<file path="src/logic/host_port_params.svh">
`ifndef HOST_PORT_PARAMS_SVH
`define HOST_PORT_PARAMS_SVH
// Notes on behaviour
// - Port is a slave to the host only.
// - Muxed address/data, 8/16-bit, strobed, unclocked host.
// - Internal memory access steals one core cycle.
// - External memory access goes through external interface.
// - Port increments the target address itself.
// - Latch or address-cycle mode detected from pins.
// - Acknowledge polarity caught at reset, read-only.
// - Read completes only with data, no write busy.
// - Write completes only if buffer room, no write busy.
// - Two-bit acknowledge mode field, writable later.
// - Equal strap levels give Ready, else ACK mode.
// - ACK mode: acknowledge until strobe is removed.
// - Ready mode: ready drops to insert waits; the port drives ack the same way in both modes.
// - Every address cycle is acknowledged at once.
// - Device decodes address into memory selects.
// - Up to three accesses merge into one word.
// - Middle units acknowledged at once, others after.
// - Host DMA arbitrates at priority 10 of 12.
`define AD_W            16
`define WORD_W          24
`define PAGE_W          8
`define FIFO_DEPTH      32
`define CFG_W16_BIT     0
`define CFG_UNITS_LSB   1
`define CFG_POL_BIT     5
`define CFG_READY_BIT   6
`define CFG_MODE_HI_BIT 7
`define CFG_RESET       8'h06
`define PAGE_RESET      8'h00
`define HOST_DMA_PRIO   10
`define BOOT_PAGE_BASE  8'h80
`define INT_MEM_TOP     16'h8000
`endif

</file>
<file path="src/logic/host_port_pkg.sv">
`include "host_port_params.svh"
package host_port_pkg;
  // Ack state machine: idle, waiting on buffers, holding acknowledge.
  typedef enum logic [1:0] {PH_IDLE = 2'b00, PH_WAIT = 2'b01, PH_HOLD = 2'b11} phase_type;
  // Target spaces, one memory select each.
  typedef enum logic [1:0] {SP_INT = 2'b00, SP_EXT = 2'b01, SP_BOOT = 2'b10, SP_IO = 2'b11} space_type;
  // One posted write waiting for the DMA bus.
  typedef struct packed {
    logic                 io;
    logic [`WORD_W-1:0]   addr;
    logic [`WORD_W-1:0]   data;
  } wr_entry_type;
  // One DMA bus access.
  typedef struct packed {
    logic                 we;
    space_type            space;
    logic [`WORD_W-1:0]   addr;
    logic [`WORD_W-1:0]   data;
  } dma_cmd_type;
endpackage

</file>
<file path="src/logic/host_slave_port.sv">
`timescale 1ns/1ps
module host_slave_port
  import host_port_pkg::*;
(
  input  wire logic                ref_clk,              // 100 MHz clock.
  input  wire logic                reset,                // Synchronous, high.
  input  wire logic                clk_en,               // Freezes all state when low.
  input  wire logic [`AD_W-1:0]    host_ad_in,           // Muxed address/data in.
  output logic [`AD_W-1:0]         host_ad_out,          // Read data out.
  output logic                     host_ad_oe,           // High while driving data.
  input  wire logic                host_latch_enable_in, // Address phase.
  input  wire logic                host_write_strobe,    // Write strobe, high active.
  input  wire logic                host_read_strobe,     // Read strobe, high active.
  input  wire logic                host_memory_select,   // Memory space select.
  input  wire logic                host_io_select,       // I/O space select.
  input  wire logic                ack_polarity_pin,     // Strap, 1 = high active.
  input  wire logic                host_ack_in,          // Ack pin level, strap.
  output logic                     host_ack_out,         // Ack / ready drive.
  output logic                     host_ack_oe,          // High while driving ack.
  input  wire logic                cfg_wr,               // Write port_config_reg.
  input  wire logic                page_wr,              // Write target_page_reg.
  input  wire logic [7:0]          reg_wdata,            // Register write data.
  output logic [7:0]               port_config_reg,      // Config read-back.
  output logic                     address_cycle_mode,   // 1 = address-cycle mode.
  input  wire logic [`HOST_DMA_PRIO-1:0] peer_req,       // Higher priority DMA.
  output logic                     dma_req,              // Access on DMA bus.
  output dma_cmd_type              dma_cmd,              // Access details.
  input  wire logic                dma_done,             // Access finished.
  input  wire logic [`WORD_W-1:0]  dma_rdata,            // Read data.
  output logic [3:0]               mem_sel,              // One-hot space select.
  output logic                     core_steal            // Core loses a cycle.
);
  import host_port_pkg::*;

  typedef struct packed {
    phase_type          phase;   // Ack state.
    logic               pol;     // Latched polarity.
    logic [7:0]         cfg;     // Config storage.
    logic [`PAGE_W-1:0] page;    // Page register.
    logic [`WORD_W-1:0] addr;    // Target word address.
    logic               io;      // I/O space latched.
    logic               acc;     // Address-cycle mode seen.
    logic [1:0]         idx;     // Unit within word.
    logic [`WORD_W-1:0] asmb;    // Write being assembled.
    logic [`WORD_W-1:0] rbuf;    // Read buffer.
    logic               rbuf_v;  // Read buffer valid.
    logic               rd_want; // Read fetch wanted.
    logic               busy;    // DMA access in flight.
    dma_cmd_type        cmd;     // Access on the bus.
    logic               ack;     // Logical acknowledge.
    logic               ack_pin; // Ack pin level.
    logic               ack_oe;  // Ack pin enable.
    logic [`AD_W-1:0]   ad_out;  // Data driven.
    logic               ad_oe;   // Data enable.
    logic               steal;   // Core steal pulse.
    logic [3:0]         sel;     // Memory selects.
  } state_type;

  state_type    s, n;      // State and next value.
  logic         push;      // Offer posted write.
  logic         room;      // FIFO has room.
  logic         pop;       // Take posted write.
  logic         wvalid;    // Posted write waiting.
  wr_entry_type wentry;    // Entry offered.
  wr_entry_type whead;     // Oldest entry.
  logic         selected;  // Either chip select.
  logic         strobe;    // Data strobe.
  logic         wr_busy;   // A write is still in progress.
  logic         last;      // Current unit ends word.
  logic [1:0]   units;     // Units per word, minus one.

  // Picks the space of a word address.
  function automatic space_type decode(input logic io, input logic [`WORD_W-1:0] a);
    if (io) return SP_IO;
    if (a[`WORD_W-1 -: `PAGE_W] >= `BOOT_PAGE_BASE) return SP_BOOT;
    if (a[`AD_W-1:0] < `INT_MEM_TOP) return SP_INT;
    return SP_EXT;
  endfunction

  // Bit offset of a unit within a word.
  function automatic logic [5:0] unit_ofs(input logic [1:0] i, input logic w16);
    return w16 ? {i, 4'h0} : {1'b0, i, 3'h0};
  endfunction

  // Merges one host unit into the assembly word.
  function automatic logic [`WORD_W-1:0] merge(input logic [`WORD_W-1:0] w,
      input logic [`AD_W-1:0] d, input logic [1:0] i, input logic w16);
    logic [47:0] t;
    logic [47:0] m;
    t = {32'h0, (w16 ? d : {8'h00, d[7:0]})} << unit_ofs(i, w16);
    m = {32'h0, (w16 ? 16'hffff : 16'h00ff)} << unit_ofs(i, w16);
    return (w & ~m[`WORD_W-1:0]) | t[`WORD_W-1:0];
  endfunction

  // Selects one host unit out of the read buffer.
  function automatic logic [`AD_W-1:0] unit_of(input logic [`WORD_W-1:0] w,
      input logic [1:0] i, input logic w16);
    logic [47:0] t;
    t = {24'h0, w} >> unit_ofs(i, w16);
    return w16 ? t[`AD_W-1:0] : {8'h00, t[7:0]};
  endfunction

  assign selected = host_memory_select | host_io_select;
  assign strobe   = selected & (host_read_strobe | host_write_strobe) & ~host_latch_enable_in;
  assign wr_busy  = wvalid | (s.busy & s.cmd.we);
  assign units    = (s.cfg[`CFG_UNITS_LSB +: 2] == 2'h0) ? 2'h0
                    : s.cfg[`CFG_UNITS_LSB +: 2] - 2'h1;
  assign last     = s.idx >= units;
  assign wentry   = '{io: s.io, addr: s.addr, data: merge(s.asmb, host_ad_in, s.idx,
                      s.cfg[`CFG_W16_BIT])};

  // Posted writes queue here so the host does not wait on the DMA bus.
  host_port_fifo #(.W($bits(wr_entry_type)), .DEPTH(`FIFO_DEPTH)) u_fifo (
    .ref_clk   (ref_clk),
    .reset     (reset),
    .clk_en    (clk_en),
    .in_valid  (push),
    .in_ready  (room),
    .in_data   (wentry),
    .out_valid (wvalid),
    .out_ready (pop),
    .out_data  (whead)
  );

  // Host side, DMA side and acknowledge in one next-state process.
  always_comb begin
    n       = s;
    push    = 1'b0;
    pop     = 1'b0;
    n.steal = 1'b0;
    // Address phase: latch alone, or latch with write strobe (address cycle).
    if (selected && host_latch_enable_in) begin
      n.addr    = {s.page, host_ad_in};
      n.io      = host_io_select;
      n.acc     = host_write_strobe;
      n.idx     = 2'h0;
      n.rbuf_v  = 1'b0; // A new address voids a buffered prefetch, not one still in flight.
      n.rd_want = 1'b0;
      if (host_write_strobe) n.phase = PH_HOLD;
    end else if (s.phase != PH_HOLD && strobe) begin
      n.phase = PH_WAIT;
      if (host_write_strobe) begin
        if (!last) begin
          // Middle unit of a write: store and acknowledge at once.
          n.asmb  = wentry.data;
          n.idx   = s.idx + 2'h1;
          n.phase = PH_HOLD;
        end else if (room && !(s.busy && s.cmd.we)) begin
          push    = 1'b1;
          n.asmb  = '0;
          n.idx   = 2'h0;
          n.addr  = s.addr + 24'h000001;
          n.phase = PH_HOLD;
        end
      end else if (s.idx != 2'h0 || (s.rbuf_v && !wr_busy)) begin
        // Read unit: the first waits for data, the rest come from the buffer.
        n.ad_out = unit_of(s.rbuf, s.idx, s.cfg[`CFG_W16_BIT]);
        n.ad_oe  = 1'b1;
        n.phase  = PH_HOLD;
        n.idx    = last ? 2'h0 : s.idx + 2'h1;
        if (last) begin
          n.rbuf_v  = 1'b0;
          n.addr    = s.addr + 24'h000001;
          n.rd_want = 1'b1; // Prefetch the next word.
        end
      end else if (!s.rbuf_v) begin
        n.rd_want = 1'b1;
      end
    end else if (s.phase == PH_HOLD && !(selected && (host_read_strobe || host_write_strobe))) begin
      n.phase = PH_IDLE;
      n.ad_oe = 1'b0;
    end
    // DMA bus: posted writes go first so reads never pass them.
    if (s.busy && dma_done) begin
      n.busy = 1'b0;
      if (!s.cmd.we) begin
        n.rbuf   = dma_rdata;
        n.rbuf_v = ~n.rd_want | s.rd_want;
      end
    end else if (!s.busy && peer_req == '0 && (wvalid || (s.rd_want && !s.rbuf_v))) begin
      n.busy = 1'b1;
      if (wvalid) begin
        pop   = 1'b1;
        n.cmd = '{we: 1'b1, space: decode(whead.io, whead.addr), addr: whead.addr,
                  data: whead.data};
      end else begin
        n.rd_want = 1'b0;
        n.cmd     = '{we: 1'b0, space: decode(s.io, s.addr), addr: s.addr,
                      data: '0};
      end
      n.sel   = 4'h1 << n.cmd.space;
      n.steal = n.cmd.space == SP_INT;
    end
    // Register writes; polarity stays read-only.
    if (cfg_wr) n.cfg = {reg_wdata[7:6], 1'b0, reg_wdata[4:0]};
    if (page_wr) n.page = reg_wdata;
    // Mode bits are not used: ack is active only in PH_HOLD while selected, else idle.
    n.ack     = n.phase == PH_HOLD && selected;
    n.ack_oe  = 1'b1;
    n.ack_pin = n.ack ~^ s.pol;
    if (reset) begin
      n        = '0;
      n.pol    = ack_polarity_pin;
      n.cfg    = `CFG_RESET;
      n.cfg[`CFG_READY_BIT] = ack_polarity_pin ~^ host_ack_in;
      n.page   = `PAGE_RESET;
      n.ack_pin = ~ack_polarity_pin;
      push     = 1'b0;
      pop      = 1'b0;
    end
  end

  // One register stage holds all state.
  always_ff @(posedge ref_clk) begin
    if (reset || clk_en) s <= n;
  end

  assign host_ad_out        = s.ad_out;
  assign host_ad_oe         = s.ad_oe;
  assign host_ack_out       = s.ack_pin;
  assign host_ack_oe        = s.ack_oe;
  assign port_config_reg    = {s.cfg[7:6], s.pol, s.cfg[4:0]};
  assign address_cycle_mode = s.acc;
  assign dma_req            = s.busy;
  assign dma_cmd            = s.cmd;
  assign mem_sel            = s.sel;
  assign core_steal         = s.steal;
endmodule

</file>
<file path="src/logic/host_port_fifo.sv">
`timescale 1ns/1ps
module host_port_fifo #(
  parameter int W     = 49,
  parameter int DEPTH = 32
) (
  input  wire logic         ref_clk,   // Clock.
  input  wire logic         reset,     // Synchronous reset.
  input  wire logic         clk_en,    // Freezes state when low.
  input  wire logic         in_valid,  // Writer offers a word.
  output logic              in_ready,  // Room for a word.
  input  wire logic [W-1:0] in_data,   // Word written.
  output logic              out_valid, // A word is held.
  input  wire logic         out_ready, // Reader takes the word.
  output logic [W-1:0]      out_data   // Oldest word.
);
  localparam int AW = $clog2(DEPTH);
  typedef struct packed {
    logic [AW-1:0] wp;
    logic [AW-1:0] rp;
    logic [AW:0]   cnt;
  } ptr_type;
  ptr_type       s, n;          // Pointer state and its next value.
  logic [W-1:0]  mem [DEPTH];   // Storage, no reset needed.
  logic          push, pop;     // Accepted handshakes.

  assign in_ready  = s.cnt != (AW+1)'(DEPTH);
  assign out_valid = s.cnt != '0;
  assign out_data  = mem[s.rp];
  assign push      = in_valid & in_ready;
  assign pop       = out_valid & out_ready;

  // Pointers wrap naturally since the depth is a power of two.
  always_comb begin
    n = s;
    if (push) n.wp = s.wp + 1'b1;
    if (pop) n.rp = s.rp + 1'b1;
    n.cnt = s.cnt + (AW+1)'(push) - (AW+1)'(pop);
    if (reset) n = '0;
  end

  always_ff @(posedge ref_clk) begin
    if (reset || clk_en) s <= n;
    if (clk_en && push) mem[s.wp] <= in_data;
  end
endmodule

</file>
<file path="config.mk">
export PLATFORM = sky130hd
export DESIGN_NAME = host_slave_port
export DESIGN_NICKNAME = d
export VERILOG_FILES = /design/src/logic/host_port_pkg.sv /design/src/logic/host_slave_port.sv /design/src/logic/host_port_fifo.sv
export VERILOG_INCLUDE_DIRS = /design/src /design/src/logic
export SDC_FILE = /design/constraint.sdc
export NUM_CORES = 2
export LEC_CHECK = 0
export BUFFER_PORTS_ARGS = -buffer_cell sky130_fd_sc_hd__clkbuf_2
export CAP_MARGIN = 25
export CORE_MARGIN = 4
export CORE_UTILIZATION = 49
export CTS_BUF_LIST = sky130_fd_sc_hd__clkbuf_4 sky130_fd_sc_hd__clkbuf_8
export DETAILED_ROUTE_END_ITERATION = 10
export PLACE_DENSITY = 0.72
export SETUP_SLACK_MARGIN = 0.1
export SLEW_MARGIN = 30
export SYNTH_ARGS = -nofsm -noshare
export SYNTH_HDL_FRONTEND = slang
export SYNTH_SLANG_ARGS = --single-unit
</file>
<file path="constraint.sdc">
create_clock -name ref_clk -period 7.6 [get_ports ref_clk]
set_input_delay 0.76 -clock ref_clk [delete_from_list [all_inputs] [get_ports ref_clk]]
set_output_delay 0.76 -clock ref_clk [all_outputs]
set_load 0.03 [all_outputs]
</file>
* Word level (Yosys, flattened, before mapping)
Memories as Yosys holds them, arrays and structs flattened. A register that Yosys moved wholly into a read port is not among the register bits.
Cells that the tools add are included.
** Word-level totals
- Register bits after elaboration :: 188
- Memory bits (writable) :: 1568
- Input port bits :: 71
- Output and inout bits :: 85
- Word-level logic and storage cells :: 250
- Memories kept :: 1
** Memories
- u_fifo.mem :: words 32, width 49, rd ports 1, clocked after Yosys merged registers in 1, write ports 1, RTL line host_port_fifo.sv:23 : logic [W-1:0] mem [DEPTH];
** Cells by class
- Add/sub/neg operators :: 7
- Order comparisons :: 5
- Equal/unequal tests :: 13
- Shift operators :: 4
- Multiplexer cells :: 116
- Bitwise logic cells :: 18
- Reduce and logical (&&, ||, !) cells :: 59
** Operators with widths (number)
- 2-to-1 mux 24 bit :: 9
- 2-to-1 mux 51 bit :: 4
- 2-to-1 mux 170 bit :: 1
- 2-to-1 mux 26 bit :: 3
- 2-to-1 mux 16 bit :: 4
- 2-to-1 mux 2 bit :: 30
- 2-to-1 mux 53 bit :: 1
- 2-to-1 mux 17 bit :: 3
- 2-to-1 mux 1 bit :: 50
- 2-to-1 mux 25 bit :: 2
- left shift 16 x 6 -> 24 bit :: 2
- < comparator 16 bit (second input constant) :: 2
- 2-to-1 mux 5 bit :: 6
- adder 24 x 1 -> 24 bit (second input constant) :: 1
- AND 24 bit :: 1
- inverter 24 bit :: 1
- OR 24 bit :: 1
- >> shifter 24 x 6 -> 16 bit :: 1
- nonzero test 2 bit :: 11
- AND reduction 5 bit :: 4
- >= comparator 8 bit (second input constant) :: 2
- 2-to-1 mux 8 bit :: 2
- AND reduction 2 bit :: 7
- logical AND 1 bit :: 13
- other kinds (30) :: 61

* Logic depth before layout (Yosys ltp)
- Depth after elaboration :: 25
- Mapped depth :: 18
- Gate-level depth less buffers :: 17

* Cells and area by module
From an unflattened synthesis, not the netlist that was laid out.
** Unflattened totals
- Cell total of the unflattened synthesis :: 3789
- Area, all modules :: 70059.7 µm²
** Modules (own cells, without submodules)
- host_port_fifo :: instances 1, cells each 3041, area each 61226.2 µm², seq. area each 47665.7 µm²
- host_slave_port :: instances 1, cells each 748, area each 8833.5 µm², seq. area each 5165.0 µm²

* Worst setup path after synthesis
No wires, ideal clock.
- Path type :: input to register
- From :: input peer_req[1]
- To :: register s (netlist bit dma_cmd[0]), enable pin
- Setup time :: 544 ps
- Data arrival time :: 5283 ps
- Data required time :: 7056 ps
- Slack :: 1774 ps
- Stages on the path :: 4
- Buffers on the path :: 0
- Path through :: nor4_1 -> and3_1 -> o21ai_0 -> o21ai_0
** Between the ends
- Word-level cells in the longest chain between the ends :: 5
** Ends and longest elaborated chain
- start: declaration :: RTL line host_slave_port.sv:25 : input wire logic [`HOST_DMA_PRIO-1:0] peer_req,
- zero test 10 bit :: RTL line host_slave_port.sv:180 : end else if (!s.busy && peer_req == '0 && (wvalid || (s.rd_want && !s.rbuf_v))) begin
- logical AND 1 bit (2 in a row) :: RTL line host_slave_port.sv:180
- nonzero test 2 bit (no source line)
- AND reduction 3 bit (no source line)
- end signal: assignment :: RTL line host_slave_port.sv:215 : if (reset || clk_en) s <= n;
- end: declaration :: RTL line host_slave_port.sv:59 : state_type s, n;
No other way between the ends.
A chain may end at the register's enable or synchronous reset.

* Final worst setup path
- From :: register s[127] (netlist name)
- To :: memory u_fifo.mem[16][36], enable pin
** Between the ends
- Word-level cells in the longest chain between the ends :: 10
** Ends and longest elaborated chain
- >= comparator 2 bit :: RTL line host_slave_port.sv:108 : assign last = s.idx >= units;
- 2-to-1 mux 1 bit :: RTL line host_slave_port.sv:143 : if (!last) begin
- 2-to-1 mux 1 bit :: RTL line host_slave_port.sv:142 : if (host_write_strobe) begin
- 2-to-1 mux 1 bit :: RTL line host_slave_port.sv:140 : end else if (s.phase != PH_HOLD && strobe) begin
- 2-to-1 mux 1 bit :: RTL line host_slave_port.sv:132 : if (selected && host_latch_enable_in) begin
- 2-to-1 mux 1 bit :: RTL line host_slave_port.sv:201 : if (reset) begin
- AND 1 bit :: RTL line host_port_fifo.sv:29 : assign push = in_valid & in_ready;
- logical AND 1 bit :: RTL line host_port_fifo.sv:43 : if (clk_en && push) mem[s.wp] <= in_data;
- 2-to-1 mux 1 bit :: RTL line host_port_fifo.sv:43
- 2-to-1 mux 1 bit (implied by the code) :: RTL line host_port_fifo.sv:43
- end: declaration :: RTL line host_port_fifo.sv:23
No other way between the ends.

==> metrics <==
Root Buffer Master=clkbuf_8; Biggest register=u_fifo.mem; achievable frequency=193.9 MHz; Slew @ Worst Pin=~1 ns; max_slew headroom=a little under a third; commonest cells after routing, fill and taps aside=edfxtp_1 (1756), mux4_2 (474), clkbuf_8 (297); most common cell after layout, fill and taps aside=edfxtp_1; post-synthesis net count=3239; IO Port Bufs=155; total track usage=21.93%; Crit Path Max Fanout=33; fraction of layout cells with a size suffix above 1=between 30% and 40%; post-route non-filler standard cell count=between 5000 and 6000; Multi-input gate area=around 15000 um2; CP startpoint=s[127]; Final Setup Violations=0; Nets=around 3600; Reg clk slew, reported paths=around 0.060 ns; H-Tree Depth=5; fill count=between 10000 and 15000; Initial Util=between 40% and 50%; r2r startpoint=s[127]; first-pass GRT wire length=about 230000 um; First-pass DRT Iterations=6; HP Class=input pin to flop; # Max-Cap Violations=0; Synth Flop Type=edfxtp_1; wire per inst=roughly 29 um; max FFs per register=1568; synthesized area=69300 um2; number of synthesis warnings=0; Die ar.=147500 um2; hold path start=dma_rdata[17]; via count=between 30000 and 40000; clock tree from TritonCTS=built; status=finished clean; Max Buffers Root-to-Sink=4; Arrival @ worst endpoint=approximately 5.8 ns; area leader, netlist=edfxtp_1; Cell Pwr Density=about 260 nW/um2; drt via density=6.079; Peak VDD IR=approximately 0.14 mV; Initial DRC Count=around 4500; Cells after DPL=~5000; Hold Fails Final Rpt=0; register area share after synthesis=76.23%; clk sinks=1761; largest net degree at the start of global routing=between 100 and 150; Yosys cell types=57; Area contributors post-synth=edfxtp_1 (76%), mux4_2 (15%), mux2i_1 (1.2%); Async SR Flop Fraction=0%; CP Launch Type=flop; EDFF count, synth=about 1800; synthesized area per cell=between 20 and 25 um2; antenna viol nets, final=0; Die Y=about 380 um; initial antenna violation count=4; GPL Wtd Cong=roughly 0.81; Core Footprint=roughly 140000 um2; # DRC=0; P&R area growth vs syn=12.75%; num ports=156; total grt overflow=0; Cells after Synth=about 3100; drt total wl=~160000 um; vias in the first global route=approximately 34000; Worst EP required=roughly 8.2 ns; crit share post-route=a little under 70%; die width=between 300 and 400 um; register area=between 50000 and 60000 um2; cts bufs inserted=approximately 290; kind of critical path=flop to flop; Rows=137; post-synthesis sequential element count=roughly 1800; Static Leak=about 25 nW; Slew Limit Fails=0; post-layout min period=approximately 5.2 ns; Yosys top cell area share=roughly three quarters; dpl hpwl=approximately 96000 um; worst skew pair latency=roughly 0.97 ns; setup_tns=0 ns; RSZ-0062 raised after global routing=false; Final Skew=between 0.05 and 0.06 ns; Setup crit end kind=flop
[layer usage]
layer / GRT usage, % / wire length, um
met2: 32.64 / 74090
met5: 0 / 7
met1: 32.62 / 64820
met4: 5.688 / 3454
met3: 5.836 / 17440
[metrics by stage]
step	instance area, um2	total power (W)	setup slack, ns	hold WS, ns	util (%)
4_1_cts	77970	0.02071	2.618	0.00006639	55.67
3_3_place_gp	72480	0.01296	2.297	0.5378	51.75
5_1_grt	78120	0.02137	2.343	0.03947	55.78
6_report	78140	0.02059	2.442	0.1027	55.79
3_5_place_dp	72560	0.01301	2.655	0.5551	51.81
2_1_floorplan	69300	0.01234	1.774	0.5085	-
[worst paths after layout]
kind / end / slack [ns] / depth (start not counted)
max: u_fifo.mem[16][36] / 2.44 / 10
min: s[96] / 0.10 / 2
max reg2reg: u_fifo.mem[16][36] / 2.44 / 10
min reg2reg: host_ad_out[9] / 0.56 / 1
[repair_timing]
item / CTS / global route
endpoints found under the setup margin: 0 / 0
resized for setup: 0 / 0
hold buffers: 9 / 0
hold endpoints to repair: 9 / 0
setup buffers: 0 / 0
[kinds of logic after synthesis]
kind of cell	synth area share, %
DFF	76.23
muxes	16.85
and+or+nand+nor	2.347
buffers and inverters	2.148
AOI/OAI and AO/OA	1.641
xor gates and xnor gates	0.4297
adders and majority gates	0.3539
[worst max-delay path, stage by stage, from the launching register on]
cell and delay, ns:
edfxtp_1 1.00, clkinv_1 0.80, ha_1 0.54, nand2b_1 0.12, a21o_1 0.17, nand3_1 0.11, nor4_1 0.44, buf_4 0.24
nand2_2 0.37, nor2_4 0.65, buf_12 0.31
[power breakdown]
part	switching [W]	total (W)	internal [W]	leakage [nW]
Clock	0.00347	0.00774	0.00427	2.84
Combinational	0.00114	0.00168	0.000542	5.69
Sequential	0.0000815	0.0112	0.0111	16.1
Total	0.00469	0.0206	0.0159	24.7
[synthesized netlist by cell type, drive strengths merged (3+ instances only)]
library cell,number
nor4,4
edfxtp,1756
nor2b,27
nand3b,5
a221oi,9
nor3,11
a21o,5
nand2,40
o21ai,14
a22oi,9
ha,18
or2,6
a21oi,30
a211oi,48
nand4,7
nand3,23
nor2,141
a31oi,4
and3,20
mux2,16
a311oi,3
o31ai,3
inv,26
mux2i,82
mux4,474
dfxtp,5
or3,5
o22a,8
clkbuf,60
o22ai,18
xor2,22
buf,177
and2,33
xnor2,12
[area by class of cell]
cell class                 instances  share of cell area, %
timing repair buffer             272                  2.724
sequential                      1761                  67.64
antenna                            7                0.02242
multi-input combinational       1124                  19.68
inverter                          27                 0.1297
clock buffer                     387                  6.096
clock inverter                    87                 0.7078
tap                             1876                  3.004
Note: power is estimated with default switching activity, not from simulation.
